$ cat src/hdl/startup_cfg.svh
// constants for the startup and run/stop controller
`ifndef STARTUP_CFG_SVH
`define STARTUP_CFG_SVH
`define N_IN        8
`define N_OUT       4
`define N_EXP       4
`define CYCLE_NS    20000
`define CLK_NS      50
`define CYCLE_CLKS  ((`CYCLE_NS + `CLK_NS - 1) / `CLK_NS)
`define INIT_NS     1000
`define INIT_CLKS   ((`INIT_NS + `CLK_NS - 1) / `CLK_NS)
`define SETTLE_CLKS 2
`endif

$ cat src/hdl/startup_pkg.sv
// types shared by the startup and run/stop controller
package startup_pkg;
  typedef enum logic [1:0] {led_off, led_red, led_green, led_orange} led_t;
  typedef enum logic [1:0] {msg_none, msg_no_program, msg_io_monitor,
                            msg_programming} msg_t;
  typedef enum logic [1:0] {copy_idle, copy_req, copy_wait} copy_st_t;
  typedef struct packed {
    logic present;
    logic has_prog;
    logic copy_done;
  } card_t;
  typedef struct packed {
    logic has_prog;
    logic last_run;
    logic entry_open;
  } store_t;
endpackage

$ cat src/hdl/startup_run_stop.sv
// power-up sequencing and STOP/RUN control of the logic module
`timescale 1ns/1ns
`include "startup_cfg.svh"

// How it works
// no program: show no-program, await escape
// card program copied over internal storage
// resume state held at power loss
// display-less units go STOP to RUN
// retentive values kept across power loss
// half-entered program discarded on power-up
// exactly one of STOP or RUN
// STOP does not sample inputs
// STOP does not evaluate program
// STOP forces all outputs off
// RUN samples inputs every cycle
// RUN computes and drives outputs
// program mode from STOP, params from RUN
// led red in STOP, green in RUN; code drives it on display-less units only, off with a display
// expansion led green, red, orange
// display-less never writes the card
// display-less program loaded from outside
// card copy finished before state choice
// inputs stable one cycle, fast exempt
module startup_run_stop (
  input  wire logic                   clk,
  input  wire logic                   rst,
  input  wire logic                   has_display,
  input  wire startup_pkg::card_t     card,
  input  wire startup_pkg::store_t    store,
  input  wire logic                   key_esc,
  input  wire logic                   cmd_start,
  input  wire logic                   cmd_stop,
  input  wire logic                   cmd_prog_mode,
  input  wire logic                   cmd_param_mode,
  input  wire logic                   cmd_leave_mode,
  input  wire logic [`N_IN-1:0]       in_pins,
  input  wire logic [`N_OUT-1:0]      prog_result,
  input  wire logic [`N_EXP-1:0]      exp_link_ok,
  input  wire logic [`N_EXP-1:0]      exp_init,
  output logic                        copy_req_q,
  output logic                        card_write_en_q,
  output logic                        discard_entry_q,
  output logic                        retain_keep_q,
  output logic                        run_q,
  output logic                        eval_en_q,
  output logic [`N_IN-1:0]            in_image_q,
  output logic [`N_OUT-1:0]           out_q,
  output startup_pkg::led_t           status_led_q,
  output startup_pkg::msg_t           msg_q,
  output logic                        prog_mode_q,
  output logic                        param_mode_q,
  output startup_pkg::led_t [`N_EXP-1:0] exp_led_q,
  output logic                        ready_q
);

  // ==========================================================
  // input synchronisers
  // ==========================================================
  logic [`N_IN-1:0]  in_s1_q;
  logic [`N_IN-1:0]  in_s2_q;
  logic [`N_EXP-1:0] ok_s1_q;
  logic [`N_EXP-1:0] ok_s2_q;
  logic [`N_EXP-1:0] ini_s1_q;
  logic [`N_EXP-1:0] ini_s2_q;
  logic [2:0]        card_s1_q;
  logic [2:0]        card_s2_q;
  logic              esc_s1_q;
  logic              esc_s2_q;

  // pins and card lines come from outside the clock domain
  always_ff @(posedge clk) begin
    if (rst) begin
      in_s1_q   <= '0;
      in_s2_q   <= '0;
      ok_s1_q   <= '0;
      ok_s2_q   <= '0;
      ini_s1_q  <= '0;
      ini_s2_q  <= '0;
      card_s1_q <= 3'h0;
      card_s2_q <= 3'h0;
      esc_s1_q  <= 1'b0;
      esc_s2_q  <= 1'b0;
    end else begin
      in_s1_q   <= in_pins;
      in_s2_q   <= in_s1_q;
      ok_s1_q   <= exp_link_ok;
      ok_s2_q   <= ok_s1_q;
      ini_s1_q  <= exp_init;
      ini_s2_q  <= ini_s1_q;
      card_s1_q <= card;
      card_s2_q <= card_s1_q;
      esc_s1_q  <= key_esc;
      esc_s2_q  <= esc_s1_q;
    end
  end

  startup_pkg::card_t card_s;
  assign card_s = card_s2_q;

  // ==========================================================
  // power-up sequence
  // ==========================================================
  typedef enum logic [2:0] {
    st_check, st_copy, st_no_prog, st_decide, st_operate
  } boot_t;

  boot_t                 boot_q;
  startup_pkg::copy_st_t copy_q;
  logic                  int_prog_q;
  logic [1:0]            settle_q;
  logic                  settle_done;

  // card lines cross two flops; reading them earlier sees reset zeros
  assign settle_done = (settle_q == 2'(`SETTLE_CLKS));

  always_ff @(posedge clk) begin
    if (rst) begin
      boot_q     <= st_check;
      copy_q     <= startup_pkg::copy_idle;
      copy_req_q <= 1'b0;
      int_prog_q <= 1'b0;
      settle_q   <= 2'h0;
    end else begin
      unique case (boot_q)
        st_check: begin
          if (!settle_done) begin
            settle_q <= settle_q + 2'h1;
          end else begin
            // drop partial entry
            int_prog_q <= store.has_prog & ~store.entry_open;
            // card before state choice
            if (card_s.present && card_s.has_prog) begin
              boot_q     <= st_copy;
              copy_q     <= startup_pkg::copy_req;
              copy_req_q <= 1'b1;
            end else if (store.has_prog && !store.entry_open) begin
              boot_q <= st_decide;
            end else begin
              boot_q <= st_no_prog;
            end
          end
        end
        st_copy: begin
          // card overwrites storage
          copy_q <= startup_pkg::copy_wait;
          if (card_s.copy_done) begin
            copy_req_q <= 1'b0;
            copy_q     <= startup_pkg::copy_idle;
            int_prog_q <= 1'b1;
            boot_q     <= st_decide;
          end
        end
        st_no_prog: begin
          // wait for escape; card may arrive later
          if (card_s.present && card_s.has_prog) begin
            boot_q     <= st_copy;
            copy_q     <= startup_pkg::copy_req;
            copy_req_q <= 1'b1;
          end else if (esc_s2_q) begin
            boot_q <= st_operate;
          end
        end
        st_decide: boot_q <= st_operate;
        st_operate: boot_q <= st_operate;
        default: boot_q <= st_check;
      endcase
    end
  end

  // ==========================================================
  // STOP/RUN state
  // ==========================================================
  // single run flag: exactly one state
  always_ff @(posedge clk) begin
    if (rst) begin
      run_q <= 1'b0;
    end else if (boot_q == st_decide) begin
      // resume saved state; display-less runs
      run_q <= has_display ? store.last_run : 1'b1;
    end else if (boot_q == st_operate && int_prog_q) begin
      if (cmd_stop || prog_mode_q) begin
        run_q <= 1'b0;
      // a start never lands on the edge that opens programming
      end else if (cmd_start && !param_mode_q && !cmd_prog_mode) begin
        run_q <= 1'b1;
      end
    end else begin
      run_q <= 1'b0;
    end
  end

  // mode entry gated by state
  always_ff @(posedge clk) begin
    if (rst) begin
      prog_mode_q  <= 1'b0;
      param_mode_q <= 1'b0;
    end else if (!has_display || boot_q != st_operate || cmd_leave_mode) begin
      prog_mode_q  <= 1'b0;
      param_mode_q <= 1'b0;
    end else begin
      if (cmd_prog_mode && !run_q && !param_mode_q) begin
        prog_mode_q <= 1'b1;
      end
      if (cmd_param_mode && run_q && !prog_mode_q && !cmd_stop) begin
        param_mode_q <= 1'b1;
      end
      if (!run_q) begin
        param_mode_q <= 1'b0;
      end
    end
  end

  // ==========================================================
  // program cycle: sample, evaluate, drive
  // ==========================================================
  // cycle length is fixed; real scan time varies with program size
  logic [$clog2(`CYCLE_CLKS)-1:0] cyc_q;
  logic                           cyc_end;
  assign cyc_end = (cyc_q == ($clog2(`CYCLE_CLKS))'(`CYCLE_CLKS - 1));

  always_ff @(posedge clk) begin
    if (rst || !run_q || cyc_end) begin
      cyc_q <= '0;
    end else begin
      cyc_q <= cyc_q + 1'b1;
    end
  end

  always_ff @(posedge clk) begin
    if (rst || !run_q) begin
      // no sampling in STOP
      in_image_q <= '0;
      // no evaluation in STOP
      eval_en_q  <= 1'b0;
    end else begin
      // sample once per cycle; needs cycle-long levels
      if (cyc_q == '0) begin
        in_image_q <= in_s2_q;
      end
      eval_en_q <= (cyc_q == ($clog2(`CYCLE_CLKS))'(1));
    end
  end

  always_ff @(posedge clk) begin
    if (rst || !run_q) begin
      // outputs off in STOP
      out_q <= '0;
    end else if (cyc_end) begin
      // drive evaluated outputs
      out_q <= prog_result;
    end
  end

  // ==========================================================
  // indicators, messages, card and retention
  // ==========================================================
  always_ff @(posedge clk) begin
    if (rst) begin
      status_led_q <= startup_pkg::led_off;
      msg_q        <= startup_pkg::msg_none;
    end else begin
      // display-less: red STOP, green RUN; off with display
      if (has_display) begin
        status_led_q <= startup_pkg::led_off;
      end else begin
        status_led_q <= run_q ? startup_pkg::led_green : startup_pkg::led_red;
      end
      // no-program message
      if (!has_display) begin
        msg_q <= startup_pkg::msg_none;
      end else if (boot_q == st_no_prog) begin
        msg_q <= startup_pkg::msg_no_program;
      end else if (prog_mode_q) begin
        msg_q <= startup_pkg::msg_programming;
      end else if (run_q) begin
        // monitoring screen in RUN
        msg_q <= startup_pkg::msg_io_monitor;
      end else begin
        msg_q <= startup_pkg::msg_none;
      end
    end
  end

  // expansion indicators, init wins
  genvar g;
  generate
    for (g = 0; g < `N_EXP; g++) begin : g_exp
      always_ff @(posedge clk) begin
        if (rst) begin
          exp_led_q[g] <= startup_pkg::led_orange;
        end else if (ini_s2_q[g]) begin
          exp_led_q[g] <= startup_pkg::led_orange;
        end else if (ok_s2_q[g]) begin
          exp_led_q[g] <= startup_pkg::led_green;
        end else begin
          exp_led_q[g] <= startup_pkg::led_red;
        end
      end
    end
  endgenerate

  always_ff @(posedge clk) begin
    if (rst) begin
      card_write_en_q <= 1'b0;
      discard_entry_q <= 1'b0;
      retain_keep_q   <= 1'b1;
      ready_q         <= 1'b0;
    end else begin
      // display-less never writes card
      card_write_en_q <= has_display & prog_mode_q & card_s.present;
      // discard partial entry
      discard_entry_q <= (boot_q == st_check) & settle_done & store.entry_open;
      // retentive values kept
      retain_keep_q   <= 1'b1;
      // program loaded from outside
      ready_q         <= (boot_q == st_operate) & int_prog_q;
    end
  end

endmodule // startup_run_stop

$ cat config.mk
export PLATFORM = sky130hd
export DESIGN_NAME = startup_run_stop
export DESIGN_NICKNAME = d
export VERILOG_FILES = /design/src/hdl/startup_pkg.sv /design/src/hdl/startup_run_stop.sv
export VERILOG_INCLUDE_DIRS = /design/src /design/src/hdl
export SDC_FILE = /design/constraint.sdc
export NUM_CORES = 1
export LEC_CHECK = 0
export BUFFER_PORTS_ARGS = -buffer_cell sky130_fd_sc_hd__buf_2
export CAP_MARGIN = 20
export CORE_MARGIN = 4
export CORE_UTILIZATION = 25
export DETAILED_ROUTE_END_ITERATION = 10
export HOLD_SLACK_MARGIN = 0.05
export MAX_ROUTING_LAYER = met4
export PLACE_DENSITY_LB_ADDON = 0.3
export SYNTH_ARGS = -nofsm -noshare
export SYNTH_HDL_FRONTEND = slang
export SYNTH_SLANG_ARGS = --single-unit
$ cat constraint.sdc
create_clock -name clk -period 2 [get_ports clk]
set_clock_uncertainty 0.15 [all_clocks]
set_input_delay 0.4 -clock clk [delete_from_list [all_inputs] [get_ports clk]]
set_output_delay 0.4 -clock clk [all_outputs]
set_load 0.03 [all_outputs]
Yosys cells after proc, flatten, opt, wreduce, memory -nomap -nowiden
Cells that the tools add are included.
W data, S select, Z words.
{ "totals": {"wordCells": 122, "input_bits": 35, "register_bits": 87, "output_inout_bits": 33} }
{ "classes": {"eq_ne": 12, "n_mux": 27, "bitwise": 10, "addsub": 2, "n_reduce_logical": 40} }
{ "op_table": {"columns": ["operator", "n"], "rows": [
  ["$mux W2", 8],
  ["$reduce_or A2 Y1", 8],
  ["$mux W1", 12],
  ["$mux W3", 4],
  ["$pmux W3 S4", 1],
  ["$logic_and A1 B1 Y1", 10],
  ["$add A9 B1 Y9 const B", 1],
  ["$eq A9 B1 Y1 const B", 1],
  ["$eq A9 B9 Y1 const B", 1],
  ["$logic_not A9 Y1", 1],
  ["$reduce_and A3 Y1", 3],
  ["$logic_not A1 Y1", 7],
  ["$and A1 B1 Y1", 6],
  ["$eq A3 B2 Y1 const B", 2],
  ["$ne A3 B3 Y1 const B", 2],
  ["$reduce_or A3 Y1", 2],
  ["$logic_or A1 B1 Y1", 5],
  ["$ne A2 B2 Y1 const B", 2],
  ["$ne A4 B2 Y1 const B", 1],
  ["$not A1 Y1", 4],
  ["$eq A3 B1 Y1 const B", 1],
  ["$eq A3 B3 Y1 const B", 1],
  ["$logic_not A3 Y1", 1],
  ["$pmux W1 S3", 1],
  ["other kinds (6)", 6]
]} }

Longest topological paths before layout
{ "logic_depth": {"depth_word": 7, "ltp_mapped": 5, "depth_no_buf": 5} }

Least setup slack after synthesis
No wires, ideal clock.
{ "synth_timing": {"kind": "flip-flop to flip-flop", "startpoint": "register cyc_q[2]", "endpoint": "register in_image_q[0]", "setup_time_ns": 0.125, "n_path_buf": 2, "period_less_slack_ns": 1.597, "required_time_ns": 1.725, "t_arrival_ns": 1.323, "path_slack_ns": 0.403, "stages_incl_launch_ff": 6, "path_cell_list": "dfxtp_1 buf_6 or4_4 buf_6 o311ai_1 nand2_1"} }
{ "synth_between": {"elab_chain_len": 1} }
{ "synth_lines": {"columns": ["item", "line_no", "text"], "rows": [
  ["from (decl)", "startup_run_stop.sv:218", "logic [$clog2(`CYCLE_CLKS)-1:0] cyc_q;"],
  ["from (signal assigned)", "startup_run_stop.sv:226", "cyc_q <= cyc_q + 1'b1;"],
  ["$logic_not A9 Y1", "startup_run_stop.sv:238", "if (cyc_q == '0) begin"],
  ["to (signal assigned)", "startup_run_stop.sv:239", "in_image_q <= in_s2_q;"],
  ["to (decl)", "startup_run_stop.sv:47", "output logic [`N_IN-1:0] in_image_q,"]
]} }
Every way passes these cells.
A chain may end at the register's enable or synchronous reset.

Final worst setup path
{ "layout_timing": {"startpoint": "register cyc_q[0]", "endpoint": "register cyc_q[8]"} }
{ "layout_between": {"elab_chain_len": 2, "elab_cells_between_ends": 3, "cone_classes": "add/sub: 1; eq/ne: 1; reduce/logical: 1"} }
{ "layout_lines": {"columns": ["item"], "rows": [
  ["parallel branches: the longest is 2 deep, another holds $add A9 B1 Y9"]
]} }
Parallel ways; which one is timed is not known.

==> summary.md <==
| Metric | Value |
|---|---|
| Final GP Congestion | `0.750` |
| Clk root buf | `clkbuf_16` |
| Arrival @ worst endpoint | `1.75 ns` |
| Final WL | `6320 microns` |
| Clk slew on worst S/H paths | `0.06 ns` |
| DRC errors left | `0` |
| H-tree depth | `3` |
| Die Y | `119 microns` |
| CTS-repair resized insts | `0` |
| Post-CTS Setup Inserts | `0` |
| Post-synth EDFFs | `0` |
| CP top delay family | `flip-flops` |
| Placed Cells | `between 500 and 600` |
| Critical Path RT | `around 2.1 ns` |
| DP HPWL | `between 4000 and 5000 microns` |
| CP Buf/Inv Count | `0` |
| Via count | `2,289` |
| Final nets | `406` |
| Critical path peak fanout | `7` |
| Post-Syn Area | `approximately 3000 sq um` |
| CP cell instances | `ha_1, nand4_1, o31ai_1, a211oi_1` |
| Share of layout cells above drive strength 1 | `26.1%` |
| Largest net degree at the start of global routing | `41` |
| Largest stage delay, worst path | `about 0.42 ns` |
| GR Overflow Total | `0` |
| Mapped Cells | `between 300 and 400` |
| Hold Crit Class | `in -> reg` |
| VDD IR max | `around 0.60 mV` |
| Post-Layout Cell Count | `between 500 and 600` |
| Fill cells | `between 1,000 and 1,500` |
| Yosys warning count | `0` |
| Synth Area per Inst | `10.1 sq um` |
| Area delta synth->final | `25.3%` |
| DIE AREA | `14,100 sq um` |
| CP max stage cell | `dfxtp_1` |
| CORE AREA | `around 12,000 sq um` |
| Final Cycle Share | `between 80% and 90%` |
| Post-CTS Hold Buffers | `0` |
| I/O pin count | `68` |
| Post-route worst setup slack | `0.305 ns` |
| Register area share after synthesis | `57.0%` |
| Setup-failing EPs final | `0` |
| Routed Antenna Nets | `0` |
| Max-slew violations | `0` |
| Via density | `between 4 and 5` |
| CTS tree | `built` |
| Reg2reg path depth | `4` |
| Unrepaired setup endpoints after global routing | `false` |
| Pre-CTS WS | `roughly 0.36 ns` |
| Fin crit period | `1.70 ns` |
| Final Hold Fails | `0` |
| Width of the die | `119 microns` |
| Hold slack | `0.126 ns` |
| TritonCTS Sinks | `87` |
| Total track usage | `around 9.6%` |
| Insertion delay to the later sink of the worst-skew pair | `0.33 ns` |
| CP Depth | `4` |
| Max-slew headroom | `61.5%` |
| 1st-iter DRT viols | `100` |
| Highest clock rate | `590 MHz` |
| Max-Cap Viols | `0` |
| Status | `finished, final reports clean` |
| WHS Path Cells | `2` |
| Num rows | `40` |
| First-pass GRT wire length | `10,700 microns` |
| WS Path Type | `reg -> reg` |
| Crit path capture type | `register` |
| Initial core utilization | `about a quarter` |
| Routed WL per cell | `12.2 microns` |
| Total CTS buffers | `9` |
| P_leak | `between 1.5 and 2 nW` |
| Critical Path Source Type | `register` |
| PortBufs | `66` |
| Main synth FF type | `dfxtp_1` |
| Vias in the first global route | `2,216` |
| Setup TNS | `0 ns` |
| Initial antenna violation count | `0` |
| Drt pass-1 iters | `4` |
| #FFs+latches synth | `87` |
| # diodes | `0` |
| Reg2reg setup slack | `0.30 ns` |
| Slew @ Worst Pin | `0.575 ns` |
| Longest Clk Path Bufs | `2` |
| PD cells | `1010 nW/um^2` |
| Syn Nets | `342` |
| Synth async-reset ratio | `0%` |
| Yosys cell types | `44` |
-- worst reg2reg max path: cells and delay by family, from the launching register on --
family,cells,cell delay [ns]
AOI/OAI and AO/OA,2,0.41
adders and majority gates,1,0.29
and+or+nand+nor,1,0.31
DFF,1,0.42
-- final timing paths --
kind | start | end
worst max-delay path | cyc_q[0] | cyc_q[8]
worst min-delay path | in_pins[0] | in_s1_q[0]
worst max register to register | cyc_q[0] | cyc_q[8]
worst min register to register | ok_s2_q[0] | exp_led_q[0]
-- cell families after synthesis --
kind of cell	share of synthesized area [%]
other	0.123
flip-flops	57.0
adder cells (fa/ha/maj)	1.64
buffers and inverters	4.46
multiplexers	0.368
AND/OR/NAND/NOR	25.3
AO/OA/AOI/OAI	10.3
XOR/XNOR	0.860
-- where the power goes --
part	switching (mW)	internal (mW)	leakage, nW
clock network	0.655	1.00	0.149
logic	0.171	0.154	0.753
registers	0.0541	1.82	0.713
total	0.879	2.97	1.61
-- per-stage QoR --
stage	total power [mW]	utilization, %	cell area, sq um
after CTS	3.92	31.9	3830
after global placement	2.22	29.4	3530
after global routing	4.05	31.9	3830
after floorplan	2.14	-	3060
final	3.85	31.9	3830
after detailed placement	2.23	29.4	3530
-- registers in the layout (all words and copies together), names as in the netlist, 2 cells and up --
register,flops
ok_s2_q,4
exp_led_q,8
settle_q,2
boot_q,3
cyc_q,9
out_q,4
ini_s2_q,4
msg_q,2
in_s2_q,8
in_image_q,8
card_s,3
card_s1_q,3
ok_s1_q,4
status_led_q,2
ini_s1_q,4
in_s1_q,8
-- synthesized netlist by cell type, types with 2 or more instances --
cell type  instances  area share, %
or4b_1             2           0.65
nand3_1            7            1.1
a211oi_1           3           0.74
nor4b_2            2           0.98
nor3_1             4           0.65
o311ai_1           8            2.3
or3_1              9            1.8
o21ai_0            9            1.5
nor2_1            20            2.5
nor3b_1            3           0.74
clkbuf_1           9            1.1
inv_1             10            1.2
buf_6              2           0.74
dfxtp_1           87             57
nor2b_1           43            8.8
nor4_2             3            1.2
nand2b_1           3           0.61
ha_1               4            1.6
o211ai_1           2           0.49
xnor2_1            2           0.57
nand2_1           16            2.0
a21oi_1           14            2.3
nand4_1           11            2.3
a21boi_0           2           0.49
nand4b_1           3           0.86
buf_2              7            1.1
-- routing by layer --
layer / vias to the layer above / global-route usage [%] / routed length [microns]
met5: - / - / 0
met4: 0 / 3.40 / 82
met3: 7 / 4.31 / 525
met2: 74 / 13.3 / 2580
met1: 1040 / 12.3 / 3120
li1: 1168 / - / -
-- final cells by class --
type,count,area (sq um),area share [%]
well taps,147,184,4.80
flip-flops and latches,87,1740,45.5
inverters,10,37.5,0.980
repair buffers,72,388,10.1
clock inverters,5,57.6,1.50
clock buffers,11,243,6.34
multi-input cells,187,1180,30.8
-- cells in the final DEF (no fill, tap or decap), types with 4 or more instances in the layout --
cell type,n
nor2_1,20
buf_4,5
or3_1,9
o311ai_1,8
ha_1,4
dfxtp_1,87
clkbuf_16,9
inv_1,10
nand4_1,11
a21oi_1,14
nor2b_1,43
nand2_1,16
nand3_1,7
buf_2,66
nor3_1,4
o21ai_0,9
Power figures use the tool's default switching activity.
